--- src/rtl/tcs_pkg.sv ---
// Package for the tile control and status register bank.
// Holds register numbers, field positions, write masks and reset values;
// assumes the core addresses registers by an 8-bit status register number.
package tcs_pkg;

  // ==========================================================
  // Register numbers on the status register port
  // ==========================================================
  localparam logic [7:0] TCS_REG_TILE_CONTROL = 8'h02;
  localparam logic [7:0] TCS_REG_BOOT_STATUS = 8'h03;
  localparam logic [7:0] TCS_REG_SECURITY = 8'h05;
  localparam logic [7:0] TCS_REG_RING_CONTROL = 8'h06;
  localparam logic [7:0] TCS_REG_RING_VALUE0 = 8'h07;
  localparam int TCS_RING_COUNT = 4;
  localparam int TCS_RING_WIDTH = 16;

  // ==========================================================
  // Tile control fields
  // ==========================================================
  localparam int TCS_TXDLY_LSB = 18;
  localparam int TCS_TXDLY_MSB = 25;
  localparam int TCS_TXDIV_LSB = 9;
  localparam int TCS_TXDIV_MSB = 17;
  localparam int TCS_PORTEN_BIT = 8;
  localparam int TCS_DYNMODE_BIT = 5;
  localparam int TCS_LPDIVEN_BIT = 4;
  localparam int TCS_UTMISEL_BIT = 2;
  localparam int TCS_ULPIHELP_BIT = 1;
  localparam logic [31:0] TCS_TILE_CONTROL_MASK = 32'h03ff_ff36;
  localparam logic [31:0] TCS_TILE_CONTROL_RESET = 32'h0000_0000;

  // ==========================================================
  // Boot status fields
  // ==========================================================
  localparam int TCS_PROCNUM_LSB = 16;
  localparam int TCS_STRAPOVR_BIT = 8;
  localparam int TCS_CORE1OFF_BIT = 5;
  localparam int TCS_SKIPPOLL_BIT = 4;
  localparam int TCS_BOOTRAM_BIT = 3;
  localparam int TCS_BOOTJTAG_BIT = 2;

  // ==========================================================
  // Security fields
  // ==========================================================
  localparam int TCS_WRLOCK_BIT = 31;
  localparam int TCS_GDBGOFF_BIT = 14;
  localparam int TCS_OTPALL_BIT = 12;
  localparam int TCS_OTPSEC_LSB = 8;
  localparam int TCS_OTPRED_BIT = 7;
  localparam int TCS_OTPBOOT_BIT = 5;
  localparam int TCS_JTAGCFG_BIT = 4;
  localparam int TCS_TAPOFF_BIT = 0;
  localparam logic [31:0] TCS_SECURITY_MASK = 32'h8000_5fb1;
  localparam logic [31:0] TCS_SECURITY_RESET = 32'h0000_0000;

  // ==========================================================
  // Ring oscillator control fields
  // ==========================================================
  localparam int TCS_RINGCORE_BIT = 1;
  localparam int TCS_RINGPERI_BIT = 0;
  localparam logic [31:0] TCS_RING_CONTROL_MASK = 32'h0000_0003;
  localparam logic [31:0] TCS_RING_CONTROL_RESET = 32'h0000_0000;

  // ==========================================================
  // Transmit path
  // ==========================================================
  localparam int TCS_TXDATA_WIDTH = 5;
  localparam int TCS_DELAY_DEPTH = 256;
  localparam logic [8:0] TCS_TXDIV_RESET = 9'h000;

endpackage : tcs_pkg

--- src/rtl/tcs_regs.sv ---
// Tile control and status register bank with its controlled logic.
// Assumes a single tile clock that is also the PLL output, a status
// register port driven by the core, and boot straps stable after reset.
module tcs_regs
(
  // Clock and reset
  input wire logic clk,
  input wire logic resetn,
  // Status register port
  input wire logic psWrEn,
  input wire logic psRdEn,
  input wire logic [7:0] psRegNum,
  input wire logic [31:0] psWrData,
  output logic [31:0] psRdData,
  output logic psAck,
  output logic psErr,
  // Boot straps and tile identity
  input wire logic [7:0] procNum,
  input wire logic bootStrapOverride,
  input wire logic core1PoweredOff,
  input wire logic skipOtpPoll,
  input wire logic bootFromRam,
  input wire logic bootFromJtag,
  input wire logic [1:0] pllModePins,
  // OTP security word load
  input wire logic otpSecLoad,
  input wire logic [31:0] otpSecWord,
  // Thread activity
  input wire logic allThreadsPaused,
  // Transmit data path
  input wire logic [tcs_pkg::TCS_TXDATA_WIDTH-1:0] txDataIn,
  output logic [tcs_pkg::TCS_TXDATA_WIDTH-1:0] txDataOut,
  output logic txClk,
  output logic rgmiiPortEn,
  // Clocking and USB controls
  output logic lowPowerDivActive,
  output logic utmiSelect,
  output logic ulpiHelperEn,
  // Security controls
  output logic globalDebugBlock,
  output logic jtagTapBlock,
  output logic [3:0] otpSectorLock,
  output logic otpRedundancyEn,
  output logic bootImageFromOtp,
  output logic jtagConfigBlock
);
  import tcs_pkg::*;

  // ==========================================================
  // Storage
  // ==========================================================
  logic [31:0] tileControl_reg;
  logic [31:0] tileControl_next;
  logic [31:0] security_reg;
  logic [31:0] security_next;
  logic [31:0] ringControl_reg;
  logic [31:0] ringControl_next;
  logic [31:0] psRdData_reg;
  logic [31:0] psRdData_next;
  logic psAck_reg;
  logic psErr_reg;
  logic psErr_next;
  logic [TCS_TXDATA_WIDTH-1:0] delayMem [TCS_DELAY_DEPTH];
  logic [7:0] delayWrPtr_reg;
  logic [TCS_TXDATA_WIDTH-1:0] txDataOut_reg;

  // ==========================================================
  // Address decode
  // ==========================================================
  logic hitControl;
  logic hitBoot;
  logic hitSecurity;
  logic hitRing;
  logic hitValue;
  logic [7:0] valueOffset;
  logic [1:0] valueIndex;
  logic anyHit;
  logic wrControl;
  logic wrSecurity;
  logic wrRing;
  logic securityLocked;
  logic writeRefused;

  assign hitControl = (psRegNum == TCS_REG_TILE_CONTROL);
  assign hitBoot = (psRegNum == TCS_REG_BOOT_STATUS);
  assign hitSecurity = (psRegNum == TCS_REG_SECURITY);
  assign hitRing = (psRegNum == TCS_REG_RING_CONTROL);
  assign valueOffset = 8'(psRegNum - TCS_REG_RING_VALUE0);
  assign hitValue = (psRegNum >= TCS_REG_RING_VALUE0) &&
                    (valueOffset < 8'(TCS_RING_COUNT));
  assign valueIndex = valueOffset[1:0];
  assign anyHit = hitControl | hitBoot | hitSecurity | hitRing | hitValue;
  assign securityLocked = security_reg[TCS_WRLOCK_BIT];

  // Write strobes; a read takes priority if both are raised
  assign wrControl = psWrEn & !psRdEn & hitControl;
  assign wrRing = psWrEn & !psRdEn & hitRing;
  assign wrSecurity = psWrEn & !psRdEn & hitSecurity &
                      !securityLocked;
  // Writes to read-only or locked registers are flagged, not stored
  assign writeRefused = psWrEn & !psRdEn &
                        (!anyHit | hitBoot | hitValue |
                         (hitSecurity & securityLocked));

  // ==========================================================
  // Next register values
  // ==========================================================
  // Only documented fields are stored, so reserved bits stay zero
  assign tileControl_next = wrControl ?
                            (psWrData & TCS_TILE_CONTROL_MASK) :
                            tileControl_reg;
  assign ringControl_next = wrRing ?
                            (psWrData & TCS_RING_CONTROL_MASK) :
                            ringControl_reg;
  // OTP load wins over a software write in the same cycle
  assign security_next = otpSecLoad ?
                         (otpSecWord & TCS_SECURITY_MASK) :
                         wrSecurity ? (psWrData & TCS_SECURITY_MASK) :
                         security_reg;

  // Control and security registers
  always_ff @(posedge clk or negedge resetn)
  begin
    if (!resetn)
    begin
      tileControl_reg <= TCS_TILE_CONTROL_RESET;
      security_reg <= TCS_SECURITY_RESET;
      ringControl_reg <= TCS_RING_CONTROL_RESET;
    end
    else
    begin
      tileControl_reg <= tileControl_next;
      security_reg <= security_next;
      ringControl_reg <= ringControl_next;
    end
  end

  // ==========================================================
  // Ring oscillator counters
  // ==========================================================
  logic [TCS_RING_WIDTH-1:0] ringCount [TCS_RING_COUNT];
  logic coreRun;
  logic periRun;

  // Indices 0 and 1 sit on the core side, 2 and 3 on the periphery
  assign coreRun = ringControl_reg[TCS_RINGCORE_BIT];
  assign periRun = ringControl_reg[TCS_RINGPERI_BIT];

  // Each counter steps by its own odd amount to decorrelate them
  for (genvar i = 0; i < TCS_RING_COUNT; i++)
  begin : g_ring
    tcs_ring_cnt #(
      .STEP(16'(2 * i + 1))
    ) u_ring (
      .clk(clk),
      .run((i < 2) ? coreRun : periRun),
      .count(ringCount[i])
    );
  end

  // ==========================================================
  // Read data
  // ==========================================================
  logic [31:0] bootStatus;
  logic [31:0] valueWord;
  logic [31:0] readWord;

  // Boot status is assembled live from the strap inputs
  assign bootStatus = (32'(procNum) << TCS_PROCNUM_LSB) |
                      (32'(bootStrapOverride) << TCS_STRAPOVR_BIT) |
                      (32'(core1PoweredOff) << TCS_CORE1OFF_BIT) |
                      (32'(skipOtpPoll) << TCS_SKIPPOLL_BIT) |
                      (32'(bootFromRam) << TCS_BOOTRAM_BIT) |
                      (32'(bootFromJtag) << TCS_BOOTJTAG_BIT) |
                      32'(pllModePins);
  // Upper half reads zero
  assign valueWord = {16'h0000, ringCount[valueIndex]};
  assign readWord = ({32{hitControl}} & tileControl_reg) |
                    ({32{hitBoot}} & bootStatus) |
                    ({32{hitSecurity}} & security_reg) |
                    ({32{hitRing}} & ringControl_reg) |
                    ({32{hitValue}} & valueWord);
  // Unmapped reads return zero and raise the error flag
  assign psRdData_next = psRdEn ? readWord : psRdData_reg;
  assign psErr_next = (psRdEn & !anyHit) | writeRefused;

  // Port answer, one cycle after the request
  always_ff @(posedge clk or negedge resetn)
  begin
    if (!resetn)
    begin
      psRdData_reg <= 32'h0000_0000;
      psAck_reg <= 1'b0;
      psErr_reg <= 1'b0;
    end
    else
    begin
      psRdData_reg <= psRdData_next;
      psAck_reg <= psRdEn | psWrEn;
      psErr_reg <= psErr_next;
    end
  end

  assign psRdData = psRdData_reg;
  assign psAck = psAck_reg;
  assign psErr = psErr_reg;

  // ==========================================================
  // Transmit data delay line
  // ==========================================================
  logic [7:0] txDelay;
  logic [7:0] delayRdPtr;

  assign txDelay = tileControl_reg[TCS_TXDLY_MSB:TCS_TXDLY_LSB];
  // Reading behind the write pointer gives delay plus one flop stage;
  // a zero delay still costs that single output flop
  assign delayRdPtr = 8'(delayWrPtr_reg - txDelay);

  // Circular buffer, no reset needed on the array itself
  always_ff @(posedge clk)
  begin
    delayMem[delayWrPtr_reg] <= txDataIn;
  end

  // Write pointer and output flop
  always_ff @(posedge clk or negedge resetn)
  begin
    if (!resetn)
    begin
      delayWrPtr_reg <= 8'h00;
      txDataOut_reg <= '0;
    end
    else
    begin
      delayWrPtr_reg <= 8'(delayWrPtr_reg + 8'h01);
      // Port disabled drives idle data
      txDataOut_reg <= rgmiiPortEn ?
                       ((txDelay == 8'h00) ? txDataIn :
                        delayMem[delayRdPtr]) : '0;
    end
  end

  assign txDataOut = txDataOut_reg;

  // ==========================================================
  // Transmit clock divider
  // ==========================================================
  // Divider value is ratio minus one as software writes it
  tcs_txclk_div u_txclk (
    .clk(clk),
    .resetn(resetn),
    .enable(rgmiiPortEn),
    .divValue(tileControl_reg[TCS_TXDIV_MSB:TCS_TXDIV_LSB]),
    .txClk(txClk)
  );

  // ==========================================================
  // Tile control outputs
  // ==========================================================
  logic lpDivEnable;
  logic lpDynamic;

  assign rgmiiPortEn = tileControl_reg[TCS_PORTEN_BIT];
  assign lpDivEnable = tileControl_reg[TCS_LPDIVEN_BIT];
  assign lpDynamic = tileControl_reg[TCS_DYNMODE_BIT];
  // Dynamic mode slows the clock only while every thread waits
  assign lowPowerDivActive = lpDivEnable &
                             (!lpDynamic | allThreadsPaused);
  assign utmiSelect = tileControl_reg[TCS_UTMISEL_BIT];
  assign ulpiHelperEn = tileControl_reg[TCS_ULPIHELP_BIT];

  // ==========================================================
  // Security outputs
  // ==========================================================
  assign globalDebugBlock = security_reg[TCS_GDBGOFF_BIT];
  assign jtagTapBlock = security_reg[TCS_TAPOFF_BIT];
  // Lock-all overrides each individual sector bit
  assign otpSectorLock = security_reg[TCS_OTPSEC_LSB +: 4] |
                         {4{security_reg[TCS_OTPALL_BIT]}};
  assign otpRedundancyEn = security_reg[TCS_OTPRED_BIT];
  assign bootImageFromOtp = security_reg[TCS_OTPBOOT_BIT];
  assign jtagConfigBlock = security_reg[TCS_JTAGCFG_BIT];

endmodule : tcs_regs

--- src/rtl/tcs_txclk_div.sv ---
// Transmit clock divider for the reduced-gigabit MII port.
// Assumes clk is the PLL output and the divider value is held steady.
module tcs_txclk_div
(
  // Clock and reset
  input wire logic clk,
  input wire logic resetn,
  // Control
  input wire logic enable,
  input wire logic [8:0] divValue,
  // Divided clock
  output logic txClk
);
  import tcs_pkg::*;

  logic [8:0] count_reg;
  logic [8:0] count_next;
  logic txClk_reg;
  logic txClk_next;
  logic atTop;
  logic atHalf;

  // ==========================================================
  // Compare points
  // ==========================================================
  assign atTop = (count_reg == divValue);
  assign atHalf = (count_reg == (divValue >> 1));
  assign count_next = !enable ? TCS_TXDIV_RESET :
                      atTop ? TCS_TXDIV_RESET : 9'(count_reg + 9'h001);
  // Rise wins when both match, so a ratio of one holds the clock high
  assign txClk_next = !enable ? 1'b0 :
                      atTop ? 1'b1 :
                      atHalf ? 1'b0 : txClk_reg;
  assign txClk = txClk_reg;

  // Counter and clock flop
  always_ff @(posedge clk or negedge resetn)
  begin
    if (!resetn)
    begin
      count_reg <= TCS_TXDIV_RESET;
      txClk_reg <= 1'b0;
    end
    else
    begin
      count_reg <= count_next;
      txClk_reg <= txClk_next;
    end
  end

endmodule : tcs_txclk_div

--- src/rtl/tcs_ring_cnt.sv ---
// One free-running oscillator counter.
// Assumes the run level comes from the ring control register.
module tcs_ring_cnt
#(
  parameter logic [15:0] STEP = 16'h0001
)
(
  // Clock
  input wire logic clk,
  // Control
  input wire logic run,
  // Count
  output logic [15:0] count
);
  import tcs_pkg::*;

  logic [15:0] count_reg = 16'h0000;
  logic [15:0] count_next;
  logic [15:0] jitter_reg = 16'h0000;

  // ==========================================================
  // Oscillator model
  // ==========================================================
  // Single clock only: the step mixes in a local LFSR to stand in
  // for the drift of a real free oscillator
  assign count_next = 16'(count_reg + STEP + {15'h0000, jitter_reg[0]});
  assign count = count_reg;

  // No reset: the count survives a system reset
  always_ff @(posedge clk)
  begin
    if (run)
    begin
      count_reg <= count_next;
      jitter_reg <= {jitter_reg[14:0],
                     jitter_reg[15] ^ jitter_reg[13] ^ ~jitter_reg[12]};
    end
  end

endmodule : tcs_ring_cnt

--- config.mk ---
export PLATFORM = sky130hd
export DESIGN_NAME = tcs_regs
export DESIGN_NICKNAME = d
export VERILOG_FILES = /design/src/rtl/tcs_pkg.sv /design/src/rtl/tcs_regs.sv /design/src/rtl/tcs_txclk_div.sv /design/src/rtl/tcs_ring_cnt.sv
export SDC_FILE = /design/constraint.sdc
export NUM_CORES = 1
export LEC_CHECK = 0
export BUFFER_PORTS_ARGS = -buffer_cell sky130_fd_sc_hd__buf_2
export CORE_ASPECT_RATIO = 1.5
export CORE_UTILIZATION = 60
export DETAILED_ROUTE_END_ITERATION = 16
export GPL_ROUTABILITY_DRIVEN = 0
export MAX_ROUTING_LAYER = met4
export PLACE_DENSITY = 0.8
export RECOVER_POWER = 100
export REMOVE_ABC_BUFFERS = 1
export SKIP_LAST_GASP = 1
export SYNTH_ARGS = -nofsm -noshare
export SYNTH_HDL_FRONTEND = slang
export SYNTH_SLANG_ARGS = --single-unit
--- constraint.sdc ---
create_clock -name clk -period 5.3 [get_ports clk]
set_input_delay 0.795 -clock clk [delete_from_list [all_inputs] [get_ports clk]]
set_output_delay 0.795 -clock clk [all_outputs]
set_load 0.02 [all_outputs]
==> summary.md <==
| Metric | Value |
|---|---|
| Outcome | `finished with violations` |
| Failing checks | `capacitance limit, slew limit` |
| Synth Cell Area | `60000 µm²` |
| Distinct cells, synth | `59` |
| Peak supply drop | `approximately 0.00031 V` |
| R2R setup slack | `about 0.65 ns` |
| M1 WL | `46200 µm` |
| Largest net degree at the start of global routing | `approximately 260` |
| Net count, final | `between 3000 and 4000` |
| Antenna Violating Nets Remaining | `0` |
| Largest register FFs | `between 1000 and 1500` |
| Die Area | `101000 µm²` |
| Clk_lat worst skew | `around 0.76 ns` |
| Final instance area | `66200 µm²` |
| RR Startpoint | `delayWrPtr_reg[0]$_DFF_PN0_` |
| DRT Pass-1 Iters | `6` |
| Ys async rst share | `5.82%` |
| Die Ht | `a little under 400 µm` |
| CTS buffer count | `approximately 130` |
| CORE AREA | `slightly below 100000 µm²` |
| Yosys warns | `0` |
| Top cell family by delay on the critical path | `buffers and inverters` |
| Iter 0 DRT Violations | `3553` |
| Worst path arrival time | `about 4.8 ns` |
| Total Routing Usage GR | `29.1%` |
| EDFF count, synth | `between 1000 and 1500` |
| Worst min path class | `primary input to register` |
| Hold Path Depth | `2` |
| Synth Area in Compound Gates | `between 2 and 2.5%` |
| R2R cell count | `10` |
| Type of the worst setup path | `primary input to register` |
| Clock Tree Root | `clkbuf_16` |
| DP HPWL | `~85000 µm` |
| Synth Area in XOR/XNOR | `roughly 1.5%` |
| CTS max path bufs | `3` |
| CTS clk-pin slew, worst paths | `0.06 ns` |
| Mapped Cells | `3209` |
| Final setup viols | `0` |
| Setup ws final | `about 0.32 ns` |
| CP peak stage delay | `approximately 3.3 ns` |
| Reg-to-reg endpoint | `txDataOut[0]$_DFF_PN0_` |
| ANT cells | `0` |
| Initial antenna violation count | `0` |
| Largest family of logic cells by synthesized area | `multiplexers` |
| Worst Setup SP | `txDataIn[3]` |
| Fin Hold WS | `roughly 0.26 ns` |
| DR vias/cell | `between 6 and 7` |
| Metal2 WL | `roughly 74000 µm` |
| Io pins | `approximately 150` |
| Logic depth of the worst path, buffers included | `2` |
| Pre-CTS setup slack | `approximately 0.83 ns` |
| Number of synthesized register bits | `roughly 1500` |
| Max layer used | `met4` |
| Type of origin of the critical path | `primary input` |
| CTS tree | `done` |
| WL met3 | `roughly 11000 µm` |
| Die width | `approximately 260 µm` |
| PortBufs | `~120` |
| Sink Count | `1495` |
| Cell Count, Final, Fillers Out | `approximately 4700` |
| Area growth syn-to-layout | `10.2%` |
| Final hold viol count | `0` |
| F_max | `~200 MHz` |
| CP max stage cell | `buf_2` |
| Placed Area | `between 60000 and 70000 µm²` |
| Final WL | `~140000 µm` |
| Residual DRC count | `0` |
| Hold Path Origin | `psWrData[22]` |
| Top FF cell, synth | `edfxtp_1` |
| Crit path max fanout | `~260` |
| First-pass GRT wire length | `~210000 µm` |
| Total Neg Setup Slack | `0 ns` |
| DR vias | `about 31000` |
| RSZ-0062 raised after global routing | `no` |
| Congestion Overflow GR | `0` |
| Max-cap violations | `14` |
| H-tree Lvls | `4` |
| Lkg Pwr | `around 21 nW` |
| Slew HR | `-238%` |
| Adder-cell share of the synthesized area | `less than 1%` |
| Period minus WS final | `4.98 ns` |
| Tcrit/Tclk final | `94.0%` |
| Crit-path cells | `clkdlybuf4s25_1, buf_2` |
| Worst Tran Pin Value | `~5.1 ns` |
| Clock skew | `between 0.02 and 0.025 ns` |
| Fin. max-slew vios | `between 1000 and 1500` |
| WL per Instance | `around 29 µm` |
| Post-synthesis mux area share | `14.7%` |
| Simple-gate share of the synthesized area | `5.39%` |
| WHS Endpoint | `tileControl_reg[22]$_DFFE_PN0P_` |
| Synthesized area per cell | `18.7 µm²` |
| Critical Path RT | `slightly above 5 ns` |
| Pwr per Cell Area | `between 300 and 400 nW/µm²` |
| Tot Pwr | `approximately 24 mW` |
| Initial Utilization | `60.8%` |
| Post-cts sizing count | `0` |
| Crit path buf inv count | `2` |
| Row count | `roughly 140` |
| Layout cells sized above 1 | `about a fifth` |
| Post-synthesis sequential area ratio | `between 70% and 80%` |
| CP Capture Type | `register` |
| Final Util | `~67%` |
| Number of global-route vias before repair | `approximately 33000` |
| Dpl cells | `4499` |
==> logic make-up (layout without fill, tap and decap cells) <==
kind of cell / Yosys count / in the layout
and+or+nand+nor: 752 / 752
buffers and inverters: 229 / 466
muxes: 432 / 432
adders and majority gates: 24 / 24
xor gates and xnor gates: 103 / 103
other: 1 / 5
DFF: 1495 / 1495
AOI/OAI and AO/OA: 173 / 173
==> synth_stat cells (all sizes together), types with 2 or more instances <==
cell type	instances	share of area, %
edfxtp	1408	70
mux4	359	13
nor2	333	2.1
nand2	228	1.4
clkbuf	95	0.59
buf	87	0.88
dfrtp	87	3.6
nand3	65	0.54
xnor2	64	0.96
mux2i	49	0.82
inv	47	0.29
xor2	39	0.57
nand4	30	0.31
a31oi	28	0.29
and3	27	0.28
a21oi	26	0.24
mux2	24	0.45
ha	23	0.48
o21ai	22	0.18
o22ai	19	0.20
a22oi	18	0.23
nor3	13	0.11
a221oi	12	0.18
nand2b	11	0.11
nor2b	11	0.11
or2	11	0.11
a211oi	9	0.11
a222oi	6	0.10
a2111oi	5	0.073
a32oi	5	0.073
nor4	5	0.052
o31ai	5	0.063
a2111o	4	0.075
a311oi	4	0.058
and2	4	0.042
and4	4	0.058
nor4b	4	0.058
a41oi	3	0.044
nor3b	2	0.025
==> metal layers <==
layer | global-route usage, % | vias up
met5 | - | -
met4 | 14.4 | 0
met3 | 5.18 | 439
met2 | 49.2 | 1755
met1 | 33.5 | 16100
li1 | - | 13000
==> how the worst max path moves through the flow <==
stage / to / slack (ns)
after global routing: delayMem[219][3]$_DFFE_PP_ / 0.31
final: delayMem[90][3]$_DFFE_PP_ / 0.32
after global placement: txDataOut[0]$_DFF_PN0_ / 0.91
after CTS: txDataOut[2]$_DFF_PN0_ / 0.77
after detailed placement: txDataOut[0]$_DFF_PN0_ / 0.83
after floorplan: txDataOut[0]$_DFF_PN0_ / -6.68
==> placed cells by master, fill, tap and decap left out, types with 28 or more instances in the layout <==
cell type / count
nand2_1: 226
edfxtp_1: 1408
buf_2: 62
buf_4: 33
nand3_1: 65
mux2i_1: 49
mux4_2: 359
dfrtp_1: 86
clkbuf_16: 135
xnor2_1: 61
a31oi_1: 28
nor2_1: 331
inv_1: 47
clkbuf_1: 87
nand4_1: 30
xor2_1: 36
==> cell type report <==
type | count | area, µm²
sequential | 1495 | 44500
clock buffer | 158 | 3470
inverter | 47 | 176
timing repair buffer | 182 | 1170
multi-input combinational | 1489 | 14600
tap | 1287 | 1610
clock inverter | 79 | 668
fill | 6130 | 32600
==> repair_timing <==
action                                  CTS  global route
hold endpoints to repair                 32             0
endpoints found under the setup margin    0             0
hold buffers                              1             0
buffers inserted                          0             0
==> where the power goes <==
part | internal (mW) | total (mW) | switching [mW]
combinational | 0.555 | 1.43 | 0.879
clock | 5.10 | 9.32 | 4.22
sequential | 13.3 | 13.6 | 0.234
No activity file was read; power rests on OpenSTA's default activity.
